### config.mk
export PLATFORM = sky130hd
export DESIGN_NAME = lsu_ep_ctrl
export DESIGN_NICKNAME = d
export VERILOG_FILES = /design/src/lsu_pkg.sv /design/src/lsu_ep_ctrl.sv
export SDC_FILE = /design/constraint.sdc
export NUM_CORES = 1
export LEC_CHECK = 0
export BUFFER_PORTS_ARGS = -buffer_cell sky130_fd_sc_hd__buf_2
export CELL_PAD_IN_SITES_DETAIL_PLACEMENT = 1
export CELL_PAD_IN_SITES_GLOBAL_PLACEMENT = 2
export CORE_MARGIN = 8
export CORE_UTILIZATION = 33
export DETAILED_ROUTE_END_ITERATION = 12
export GPL_TIMING_DRIVEN = 0
export PLACE_DENSITY_LB_ADDON = 0.1
export SYNTH_ARGS = -nofsm -noshare
export SYNTH_HDL_FRONTEND = slang
export SYNTH_SLANG_ARGS = --single-unit
### constraint.sdc
create_clock -name aclk -period 3.7 [get_ports aclk]
set_clock_uncertainty 0.15 [all_clocks]
set_input_delay 1.11 -clock aclk [delete_from_list [all_inputs] [get_ports aclk]]
set_output_delay 1.11 -clock aclk [all_outputs]
set_load 0.05 [all_outputs]
### src/lsu_pkg.sv
// Constants, register map and state type of the low-speed USB endpoint control block
package lsu_pkg;

    // Timing
    localparam int CLK_PERIOD_NS  = 8;
    localparam int SUSPEND_REQUEST_FLAG_IDLE_NS   = 3000000;
    localparam int SUSPEND_REQUEST_FLAG_IDLE_CYC  = (SUSPEND_REQUEST_FLAG_IDLE_NS + CLK_PERIOD_NS - 1) / CLK_PERIOD_NS;
    localparam int IDLE_CNT_W     = 19;

    // Register indices; byte address is four times the index
    localparam logic [5:0] IDX_TOKEN    = 6'h25;
    localparam logic [5:0] IDX_BASE_HI  = 6'h26;
    localparam logic [5:0] IDX_BASE_LO  = 6'h27;
    localparam logic [5:0] IDX_FLAGS    = 6'h28;
    localparam logic [5:0] IDX_MASK     = 6'h29;
    localparam logic [5:0] IDX_CTL      = 6'h2a;
    localparam logic [5:0] IDX_DEVICE_ADDRESS    = 6'h2b;
    localparam logic [5:0] IDX_EP0_TX   = 6'h2c;
    localparam logic [5:0] IDX_EP0_RX   = 6'h2d;
    localparam logic [5:0] IDX_EP1_TX   = 6'h2e;
    localparam logic [5:0] IDX_EP1_RX   = 6'h2f;
    localparam logic [5:0] IDX_EP2_TX   = 6'h30;
    localparam logic [5:0] IDX_EP2_RX   = 6'h31;

    // Event flag bit positions
    localparam int FLG_SOF   = 0;
    localparam int FLG_RST   = 1;
    localparam int FLG_END_OF_SUSPEND_FLAG = 2;
    localparam int FLG_SERVICE_OVERRUN_FLAG  = 3;
    localparam int FLG_ERR   = 4;
    localparam int FLG_CTR   = 5;
    localparam int FLG_BUFFER_OVERRUN_FLAG  = 6;
    localparam int FLG_SUSPEND_REQUEST_FLAG  = 7;

    // Control bit positions
    localparam int CTL_FORCED_INTERFACE_RESET   = 0;
    localparam int CTL_FORCED_LOW_POWER  = 1;
    localparam int CTL_REGULATOR_OFF_BIT   = 2;
    localparam int CTL_RESUME = 3;

    // Endpoint register field positions
    localparam int EP_DTOG = 6;
    localparam int EP_STH  = 5;
    localparam int EP_STL  = 4;

    // Endpoint status codes
    localparam logic [1:0] ST_DIS   = 2'h0;
    localparam logic [1:0] ST_STALL = 2'h1;
    localparam logic [1:0] ST_NAK   = 2'h2;
    localparam logic [1:0] ST_VALID = 2'h3;

    // Token type codes of a finished transfer
    localparam logic [1:0] TOK_OUT   = 2'h0;
    localparam logic [1:0] TOK_IN    = 2'h2;
    localparam logic [1:0] TOK_SETUP = 2'h3;

    // Reset values and bus answers
    localparam logic [3:0] CTL_RST  = 4'h6;
    localparam logic [7:0] EP0RX_RST = 8'h80;
    localparam logic [1:0] RESP_OKAY  = 2'h0;
    localparam logic [1:0] RESP_SLVERR = 2'h2;

    typedef struct packed {
        logic [7:0]            rdata;
        logic                  rvalid;
        logic [1:0]            rresp;
        logic                  bvalid;
        logic [1:0]            bresp;
        logic [1:0]            tok_type;
        logic [7:0]            base_hi;
        logic [1:0]            base_lo;
        logic [1:0]            last_ep;
        logic [3:0]            rx_cnt;
        logic [7:0]            flags;
        logic [7:0]            mask;
        logic [3:0]            ctl;
        logic [6:0]            device_address;
        logic [2:0][7:0]       epa;
        logic [2:0][7:0]       epb;
        logic [IDLE_CNT_W-1:0] idle_cnt;
        logic                  suspend_request_flag_seen;
        logic                  forced_interface_reset_q;
        logic                  wake;
        logic                  se0_s1;
        logic                  se0_s2;
        logic                  rxd_s1;
        logic                  rxd_s2;
    } lsu_st_t;

endpackage

### src/lsu_ep_ctrl.sv
// Endpoint control, bus event flags and AXI4-Lite register file of the USB interface
`timescale 1ns/1ps
`default_nettype none

module lsu_ep_ctrl
    import lsu_pkg::*;
#(
    parameter int SUSPEND_REQUEST_FLAG_IDLE_CYCLES = SUSPEND_REQUEST_FLAG_IDLE_CYC
) (
    input  wire logic        aclk,
    input  wire logic        aresetn,
    input  wire logic [7:0]  s_axi_awaddr,
    input  wire logic        s_axi_awvalid,
    output logic             s_axi_awready,
    input  wire logic [31:0] s_axi_wdata,
    input  wire logic [3:0]  s_axi_wstrb,
    input  wire logic        s_axi_wvalid,
    output logic             s_axi_wready,
    output logic [1:0]       s_axi_bresp,
    output logic             s_axi_bvalid,
    input  wire logic        s_axi_bready,
    input  wire logic [7:0]  s_axi_araddr,
    input  wire logic        s_axi_arvalid,
    output logic             s_axi_arready,
    output logic [31:0]      s_axi_rdata,
    output logic [1:0]       s_axi_rresp,
    output logic             s_axi_rvalid,
    input  wire logic        s_axi_rready,
    input  wire logic        usb_bus_reset,
    input  wire logic        sof_token,
    input  wire logic        resume_done,
    input  wire logic        bus_activity,
    input  wire logic        line_se0,
    input  wire logic        line_rxd,
    input  wire logic        xfer_ok,
    input  wire logic [1:0]  xfer_ep,
    input  wire logic [1:0]  xfer_tok,
    input  wire logic [3:0]  xfer_cnt,
    input  wire logic        xfer_err,
    input  wire logic        buf_overrun,
    input  wire logic        tok_valid,
    input  wire logic [6:0]  tok_addr,
    input  wire logic [3:0]  tok_ep,
    input  wire logic        tok_in,
    input  wire logic        cpu_int_mask,
    output logic [1:0]       hs_code,
    output logic [15:0]      buf_addr,
    output logic [3:0]       tx_count,
    output logic             data_toggle,
    output logic [6:0]       dev_addr,
    output logic             irq,
    output logic             cpu_wake,
    output logic             suspend_mode,
    output logic             regulator_off,
    output logic             resume_drive
);

    ////////////////////////////////////////////////////////////////////////////////
    // Functions

    // Register read mux: {mapped, data}
    function automatic logic [8:0] reg_read(input lsu_st_t s, input logic [5:0] idx);
        logic [8:0] r;
        r = {1'b1, 8'h00};
        unique case (idx)
            IDX_TOKEN:   r[7:0] = {s.tok_type, 3'h0, s.se0_s2, s.rxd_s2, 1'b0};
            IDX_BASE_HI: r[7:0] = s.base_hi;
            IDX_BASE_LO: r[7:0] = {s.base_lo, s.last_ep, s.rx_cnt};
            IDX_FLAGS:   r[7:0] = s.flags;
            IDX_MASK:    r[7:0] = s.mask;
            IDX_CTL:     r[7:0] = {4'h0, s.ctl};
            IDX_DEVICE_ADDRESS:   r[7:0] = {1'b0, s.device_address};
            IDX_EP0_TX:  r[7:0] = s.epa[0];
            IDX_EP0_RX:  r[7:0] = s.epb[0];
            IDX_EP1_TX:  r[7:0] = s.epa[1];
            IDX_EP1_RX:  r[7:0] = s.epb[1];
            IDX_EP2_TX:  r[7:0] = s.epa[2];
            IDX_EP2_RX:  r[7:0] = s.epb[2];
            default:     r = 9'h000;
        endcase
        return r;
    endfunction

    // Endpoint number lookup: {hit, index}
    function automatic logic [2:0] ep_lookup(input lsu_st_t s, input logic [3:0] num);
        logic [2:0] r;
        r = 3'h0;
        if (num == 4'h0) begin
            r = 3'h4;
        end else if (num == s.epb[1][3:0]) begin
            r = 3'h5;
        end else if (num == s.epb[2][3:0]) begin
            r = 3'h6;
        end
        return r;
    endfunction

    ////////////////////////////////////////////////////////////////////////////////
    // State

    lsu_st_t st_reg;
    lsu_st_t st_next;

    logic       wr_go;
    logic       rd_go;
    logic       usb_rst;
    logic       forced_interface_reset_fall;
    logic [5:0] widx;
    logic [8:0] wmap;
    logic [8:0] rmap;
    logic [7:0] wd;
    logic [7:0] ev;
    logic [2:0] hit;
    logic [1:0] ep_stat;
    logic [2:0] slot;

    // Bus handshakes: write takes address and data together
    assign wr_go         = s_axi_awvalid && s_axi_wvalid && !st_reg.bvalid;
    assign rd_go         = s_axi_arvalid && !st_reg.rvalid;
    assign s_axi_awready = wr_go;
    assign s_axi_wready  = wr_go;
    assign s_axi_arready = !st_reg.rvalid;
    assign widx          = s_axi_awaddr[7:2];
    assign wmap          = reg_read(st_reg, widx);
    assign rmap          = reg_read(st_reg, s_axi_araddr[7:2]);
    assign wd            = s_axi_wdata[7:0];
    assign usb_rst       = usb_bus_reset || st_reg.ctl[CTL_FORCED_INTERFACE_RESET];
    assign forced_interface_reset_fall     = st_reg.forced_interface_reset_q && !st_reg.ctl[CTL_FORCED_INTERFACE_RESET];

    ////////////////////////////////////////////////////////////////////////////////
    // Next-state logic

    always_comb begin
        st_next        = st_reg;
        st_next.wake   = 1'b0;
        st_next.se0_s1 = line_se0;
        st_next.se0_s2 = st_reg.se0_s1;
        st_next.rxd_s1 = line_rxd;
        st_next.rxd_s2 = st_reg.rxd_s1;
        st_next.forced_interface_reset_q = st_reg.ctl[CTL_FORCED_INTERFACE_RESET];
        ev             = 8'h00;

        // Register writes; low byte lane only
        if (wr_go) begin
            st_next.bvalid = 1'b1;
            st_next.bresp  = wmap[8] ? RESP_OKAY : RESP_SLVERR;
            if (wmap[8] && s_axi_wstrb[0]) begin
                unique case (widx)
                    IDX_BASE_HI: st_next.base_hi = wd;
                    IDX_BASE_LO: st_next.base_lo = wd[7:6];
                    IDX_FLAGS:   st_next.flags   = st_reg.flags & wd; // Zero clears
                    IDX_MASK:    st_next.mask    = wd;
                    IDX_CTL:     st_next.ctl     = wd[3:0];
                    IDX_DEVICE_ADDRESS:   st_next.device_address   = wd[6:0];
                    IDX_EP0_TX:  st_next.epa[0]  = wd;
                    IDX_EP0_RX:  st_next.epb[0]  = {1'b1, wd[6:4], 4'h0};
                    IDX_EP1_TX:  st_next.epa[1]  = wd;
                    IDX_EP1_RX:  st_next.epb[1]  = wd;
                    IDX_EP2_TX:  st_next.epa[2]  = wd;
                    IDX_EP2_RX:  st_next.epb[2]  = wd;
                    default:     st_next.bresp   = RESP_OKAY;
                endcase
            end
        end else if (st_reg.bvalid && s_axi_bready) begin
            st_next.bvalid = 1'b0;
        end

        // Register reads
        if (rd_go) begin
            st_next.rvalid = 1'b1;
            st_next.rdata  = rmap[7:0];
            st_next.rresp  = rmap[8] ? RESP_OKAY : RESP_SLVERR;
        end else if (st_reg.rvalid && s_axi_rready) begin
            st_next.rvalid = 1'b0;
        end

        // Frame markers
        if (sof_token || resume_done) begin
            ev[FLG_SOF] = 1'b1;
        end

        // Idle watch and wake-up
        if (bus_activity) begin
            st_next.idle_cnt  = '0;
            st_next.suspend_request_flag_seen = 1'b0;
            if (st_reg.ctl[CTL_FORCED_LOW_POWER]) begin
                st_next.ctl[CTL_FORCED_LOW_POWER] = 1'b0;
                ev[FLG_END_OF_SUSPEND_FLAG]          = 1'b1;
                st_next.wake           = 1'b1;
            end
        end else if (!st_reg.suspend_request_flag_seen) begin
            if (st_reg.idle_cnt == IDLE_CNT_W'(SUSPEND_REQUEST_FLAG_IDLE_CYCLES)) begin
                ev[FLG_SUSPEND_REQUEST_FLAG]      = 1'b1;
                st_next.suspend_request_flag_seen = 1'b1;
            end else begin
                st_next.idle_cnt = st_reg.idle_cnt + IDLE_CNT_W'(1);
            end
        end

        // Error and overrun reports
        ev[FLG_ERR]  = xfer_err;
        ev[FLG_BUFFER_OVERRUN_FLAG] = buf_overrun;

        // Completed transfer
        if (xfer_ok && !usb_rst) begin
            ev[FLG_CTR] = 1'b1;
            if (st_reg.flags[FLG_CTR]) begin
                ev[FLG_SERVICE_OVERRUN_FLAG] = 1'b1;
            end else begin
                st_next.tok_type = xfer_tok;
                st_next.last_ep  = xfer_ep;
                st_next.rx_cnt   = xfer_cnt;
            end
            if (xfer_tok == TOK_IN || xfer_tok == TOK_SETUP) begin
                st_next.epa[xfer_ep][EP_STH:EP_STL] = ST_NAK;
            end
            if (xfer_tok == TOK_OUT || xfer_tok == TOK_SETUP) begin
                st_next.epb[xfer_ep][EP_STH:EP_STL] = ST_NAK;
            end
            if (xfer_tok == TOK_SETUP) begin
                st_next.epa[xfer_ep][EP_DTOG] = 1'b1;
                st_next.epb[xfer_ep][EP_DTOG] = 1'b0;
            end
        end

        // USB reset, from the bus or forced by software
        if (usb_rst) begin
            st_next.device_address = 7'h00;
            for (int i = 0; i < 3; i++) begin
                st_next.epa[i][7:4] = 4'h0;
                st_next.epb[i][7:4] = 4'h0;
            end
            st_next.epb[0] = EP0RX_RST;
        end
        if (usb_bus_reset || forced_interface_reset_fall) begin
            ev[FLG_RST] = 1'b1;
        end

        // Hardware sets win over a software clear
        st_next.flags = st_next.flags | ev;
    end

    // Single state register
    always_ff @(posedge aclk) begin
        if (!aresetn) begin
            st_reg           <= '0;
            st_reg.ctl       <= CTL_RST;
            st_reg.epb[0]    <= EP0RX_RST;
            st_reg.rresp     <= RESP_OKAY;
            st_reg.bresp     <= RESP_OKAY;
        end else begin
            st_reg <= st_next;
        end
    end

    ////////////////////////////////////////////////////////////////////////////////
    // Token answer and buffer addressing

    always_comb begin
        hit     = ep_lookup(st_reg, tok_ep);
        ep_stat = tok_in ? st_reg.epa[hit[1:0]][EP_STH:EP_STL]
                         : st_reg.epb[hit[1:0]][EP_STH:EP_STL];
        hs_code = ST_DIS;
        if (tok_valid && hit[2] && tok_addr == st_reg.device_address && !usb_rst) begin
            hs_code = ep_stat;
            if (ep_stat == ST_VALID && st_reg.flags[FLG_CTR]) begin
                hs_code = ST_NAK;
            end
        end
        slot        = {hit[1:0], 1'b0} + {2'b00, !tok_in};
        buf_addr    = {st_reg.base_hi, st_reg.base_lo, 6'h00}
                      | {10'h000, slot, 3'b000};
        tx_count    = st_reg.epa[hit[1:0]][3:0];
        data_toggle = tok_in ? st_reg.epa[hit[1:0]][EP_DTOG] : st_reg.epb[hit[1:0]][EP_DTOG];
    end

    // Outputs from state; irq is also gated by the cpu_int_mask input
    assign s_axi_bvalid  = st_reg.bvalid;
    assign s_axi_bresp   = st_reg.bresp;
    assign s_axi_rvalid  = st_reg.rvalid;
    assign s_axi_rresp   = st_reg.rresp;
    assign s_axi_rdata   = {24'h000000, st_reg.rdata};
    assign dev_addr      = st_reg.device_address;
    assign irq           = |(st_reg.flags & st_reg.mask) && !cpu_int_mask;
    assign cpu_wake      = st_reg.wake;
    assign suspend_mode  = st_reg.ctl[CTL_FORCED_LOW_POWER];
    assign regulator_off = st_reg.ctl[CTL_REGULATOR_OFF_BIT];
    assign resume_drive  = st_reg.ctl[CTL_RESUME];
endmodule

`default_nettype wire

---- Yosys cells after proc, flatten, opt, wreduce, memory -nomap -nowiden ----
Cells that the tools add are included.
operators by class
  add/subtract/negate cells ............... 2
  $lt $le $gt $ge ......................... 3
  equal/unequal tests ..................... 33
  mux-type cells .......................... 59
  bitwise gates (word level) .............. 11
  reduce and logical (&&, ||, !) cells .... 42
operator list
  cell                     number
  $eq A6 B6 Y1 const B     26
  $mux W75                 2
  $pmux W8 S13             1
  $mux W24                 4
  $mux W48                 2
  $mux W8                  8
  $bwmux W24               2
  $bmux W8 S2              2
  $demux W8 S2             2
  $mux W7                  4
  $reduce_or A13 Y1        2
  $and A24 B24 Y24         1
  $not A24 Y24             1
  $or A24 B24 Y24          1
  $mux W1                  20
  $add A19 B1 Y19 const B  1
  $eq A19 B19 Y1 const B   1
  $and A8 B8 Y8            2
  $or A16 B6 Y16           1
  $reduce_and A3 Y1        5
  $logic_and A1 B1 Y1      14
  $mux W2                  7
  $reduce_or A12 Y1        1
  $mux W3                  3
  18 further kinds         37
word-level totals
  register bits ........................... 133
  input bits .............................. 90

---- Longest topological paths before layout ----
  word-level depth ........................ 12
  mapped depth ............................ 8
  depth with buffers taken out ............ 7

---- Worst setup path after synthesis ----
Ideal clock, no wire load.
  kind .................................... input to output
  start ................................... input port tok_ep[3]
  end ..................................... output port hs_code[1]
  arrival time ............................ 3.248 ns
  required time ........................... 2.440 ns
  slack ................................... -0.808 ns
  cell stages on the path ................. 5
  cell sequence ........................... xor2_1 > nor4_1 > nor3b_1 > a311o_1 > nor3_1
between the ends
  longest elaborated chain between the ends .. 11
ends and longest elaborated chain
  what                                   RTL line                                source
  start, declared                        lsu_ep_ctrl.sv:43                       input wire logic [3:0] tok_ep,
  $eq A4 B4 Y1                           lsu_ep_ctrl.sv:92                       end else if (num == s.epb[2][3:0]) begin
  $mux W3                                lsu_ep_ctrl.sv:92
  $mux W3                                lsu_ep_ctrl.sv:90                       end else if (num == s.epb[1][3:0]) begin
  $mux W3 (*)                            lsu_ep_ctrl.sv:88                       if (num == 4'h0) begin
  $bmux W8 S2, on equally long branches  lsu_ep_ctrl.sv:262, lsu_ep_ctrl.sv:261
  $mux W7                                n/a
  $mux W2                                lsu_ep_ctrl.sv:261                      ep_stat = tok_in ? st_reg.epa[hit[1:0]][EP_STH:EP_STL]
  $eq A2 B2 Y1                           lsu_ep_ctrl.sv:266                      if (ep_stat == ST_VALID && st_reg.flags[FLG_CTR]) begin
  $logic_and A1 B1 Y1                    lsu_ep_ctrl.sv:266
  $mux W2                                lsu_ep_ctrl.sv:266
  $mux W2 (*)                            lsu_ep_ctrl.sv:264                      if (tok_valid && hit[2] && tok_addr == st_reg.device_address && !usb_rst) begin
  end, declared                          lsu_ep_ctrl.sv:46                       output logic [1:0] hs_code,
Mark *: on every way between the ends. The rest lies on a longest branch, timed or not. The select of a mux whose other input is x is not followed.

---- Final worst setup path ----
  start ................................... input port tok_ep[1]
  end ..................................... output port hs_code[0]
Same word-level chain as after synthesis.

==> metrics.txt <==
Worst Setup Path Type=in2out; nets@finish=1,032; synth unique cells=73; Clock Sinks=131; Final Hold Vio Count=0; Synth top area share=0.363; max frequency=250 MHz; worst-path maximum fanout=5; clock slew at the register clock pins of the worst setup and hold paths=60 ps; height of the die=164 microns; Hold Buf Count CTS=0; area leader, netlist=dfxtp_1; ys flop type=dfxtp_1; share of layout cells above drive strength 1=0.266; Hold Path Cell Cnt=1; Post-Route WL=27,700 microns; Cell Pwr Density=401 mW/mm^2; EDFF count, synth=0; top post-synthesis cells by area=dfxtp_1 (36%), mux2i_1 (12%), buf_4 (6.1%); routed vias=6,400; filler-free cell count of the finished design=1,231; Max-slew headroom=0.358; placed cell count=1,193; most frequent cells in the layout=dfxtp_1 (131), buf_2 (98), mux2i_1 (83), buf_4 (67), nor2_1 (51); min Tclk post-route=4000 ps; TritonRoute pass-1 iters=5; Max stage delay on crit path=590 ps; DRC=0; GRT Total Usage=0.207; failing checks=negative setup slack; critical path startpoint category=input pin; TritonCTS clock tree=yes; core area=0.0216 sq mm; initial antenna violation count=0; Top Ports=166; Lkg Pwr=3.62 nW; unrepaired setup endpoints after global routing=true; worst-margin pin slew=950 ps; reg2reg path depth=6; Yosys warning count=0; # Max-Cap Violations=0; critical path startpoint=tok_ep[1]; Slowest cell on crit path=or4_4; reg2reg start=s_axi_bvalid; Synth Instances=790; Final setup viols=7; FF+latch count, synth=131; worst hold slack=289 ps; r2r endpoint=dev_addr[3]; CP endpoint kind=output port; Clock Tree Buf Depth=2; vias in the first global route=6,840; syn avg cell area=9.14 sq um; Syn Std Cell Area=0.00722 sq mm; Die Area=0.0269 sq mm; hold endpoint=st_reg[2]; n_diodes=0; worst skew pair latency=420 ps; Post-synth ARST share=0; largest net degree at the start of global routing=17; Hold Crit Class=reg2reg; I/O Buffers=95; root buf cell=clkbuf_16; die span in x=164 microns; Routed Antenna Nets=0; Initial Utilization=0.334; Area growth syn-to-layout=25.0%; Pwr Total=3.62 mW; via/cell ratio=5.20; Iteration-0 DRC Markers=384; status=complete, but fails checks; sequential fraction of the synthesis area=0.363; commonest non-fill, non-tap cell in the layout=dfxtp_1; first-pass GRT wire length=41,600 microns; final worst slack=-303 ps; final RePlAce weighted congestion=0.888; crit share post-route=1.08; wire length per cell=22.5 microns; Crit path top cell by count=buf_8; R2R Setup Slk=1500 ps; Post-DP HPWL=21,100 microns; setup_tns=-1560 ps; CP required=2440 ps; Std-Cell Rows=54; CTS buffer count=17; fin. max-slew vios=0; grt ovf=0; CP Cell Sequence=buf_8 -> or4_4 -> nand2_2 -> o22ai_2 -> a311o_1 -> o221a_4 -> buf_8; WP data arrival=2740 ps; Worst VDD drop=0.000250 V; hold path start=st_next[2]; CTS H-Tree Depth=4
==> metal layers <==
layer,part of all wire,GRT usage,vias up
met5,0,0,-
met4,0.022,0.0694,0
met3,0.056,0.0426,33
met2,0.46,0.334,191
met1,0.46,0.272,3166
li1,-,-,3010
==> metrics by stage <==
step / worst slack, ps / utilization / instance area [sq um]
5_1_grt: -348 / 0.417 / 9020
2_1_floorplan: -198 / - / 7410
4_1_cts: -295 / 0.416 / 9000
6_report: -303 / 0.417 / 9020
3_3_place_gp: -730 / 0.381 / 8240
3_5_place_dp: -756 / 0.381 / 8240
==> critical path: cells and delay by family <==
kind	cells	cell delay, ps
AOI/OAI and AO/OA	3	690
and+or+nand+nor	2	680
buffers and inverters	2	250
==> final cells by class <==
| type | count | area [sq um] |
|---|---|---|
| fill | 2529 | 12600 |
| multi-input combinational | 571 | 4160 |
| sequential | 131 | 2620 |
| buffer | 104 | 644 |
| timing repair buffer | 102 | 596 |
| clock buffer | 18 | 429 |
| tap | 280 | 350 |
| clock inverter | 14 | 175 |
| inverter | 11 | 48.8 |
==> repair_timing <==
item / 4_1_cts / 5_1_grt
pin swaps: 7 / 2
resized for setup: 31 / 5
setup buffers: 7 / 0
setup endpoints to repair: 8 / 9
==> synth_stat cells (3+ instances only) <==
cell,instances
a31oi_1,5
buf_4,59
a2111oi_1,5
nor3b_1,14
and3_1,11
nor3_1,8
or3_1,3
o21a_1,8
nor2_1,52
nand2b_1,7
nand3_1,24
nor4bb_1,3
nor2b_1,51
a21oi_1,16
dfxtp_1,131
a22oi_1,8
nand3b_1,3
a211oi_1,4
ha_1,4
xnor2_1,27
and3b_1,5
a22o_1,6
nand2_1,51
mux2_2,13
nor4_1,10
buf_2,13
a221oi_1,5
xor2_1,6
a221o_1,3
clkbuf_1,29
o2bb2ai_1,3
a21boi_0,12
inv_1,11
o21ai_0,18
and2_1,18
mux2i_1,87
nand4_1,12
==> worst max path at each step <==
stage          depth (start not counted)  slack (ps)    endpoint
2_1_floorplan                          4        -200  hs_code[1]
3_3_place_gp                           7        -730  hs_code[0]
3_5_place_dp                           7        -760  hs_code[0]
4_1_cts                                6        -300  hs_code[0]
5_1_grt                                7        -350  hs_code[0]
6_report                               7        -300  hs_code[0]
==> logic make-up after synthesis <==
group                      Yosys count  synth area share
muxes                              102             0.148
AOI/OAI and AO/OA                  113             0.114
adders and majority gates            4           0.00693
buffers and inverters              116            0.0955
xor gates and xnor gates            33            0.0400
other                                1          0.000520
DFF                                131             0.363
and+or+nand+nor                    290             0.231
==> report_power, final <==
group	leakage, nW	switching (mW)	internal (mW)
combinational	2.27	0.274	0.128
clock	0.288	0.703	1.07
sequential	1.06	0.0198	1.43
total	3.62	0.997	2.63
No activity file was read; power rests on OpenSTA's default activity.
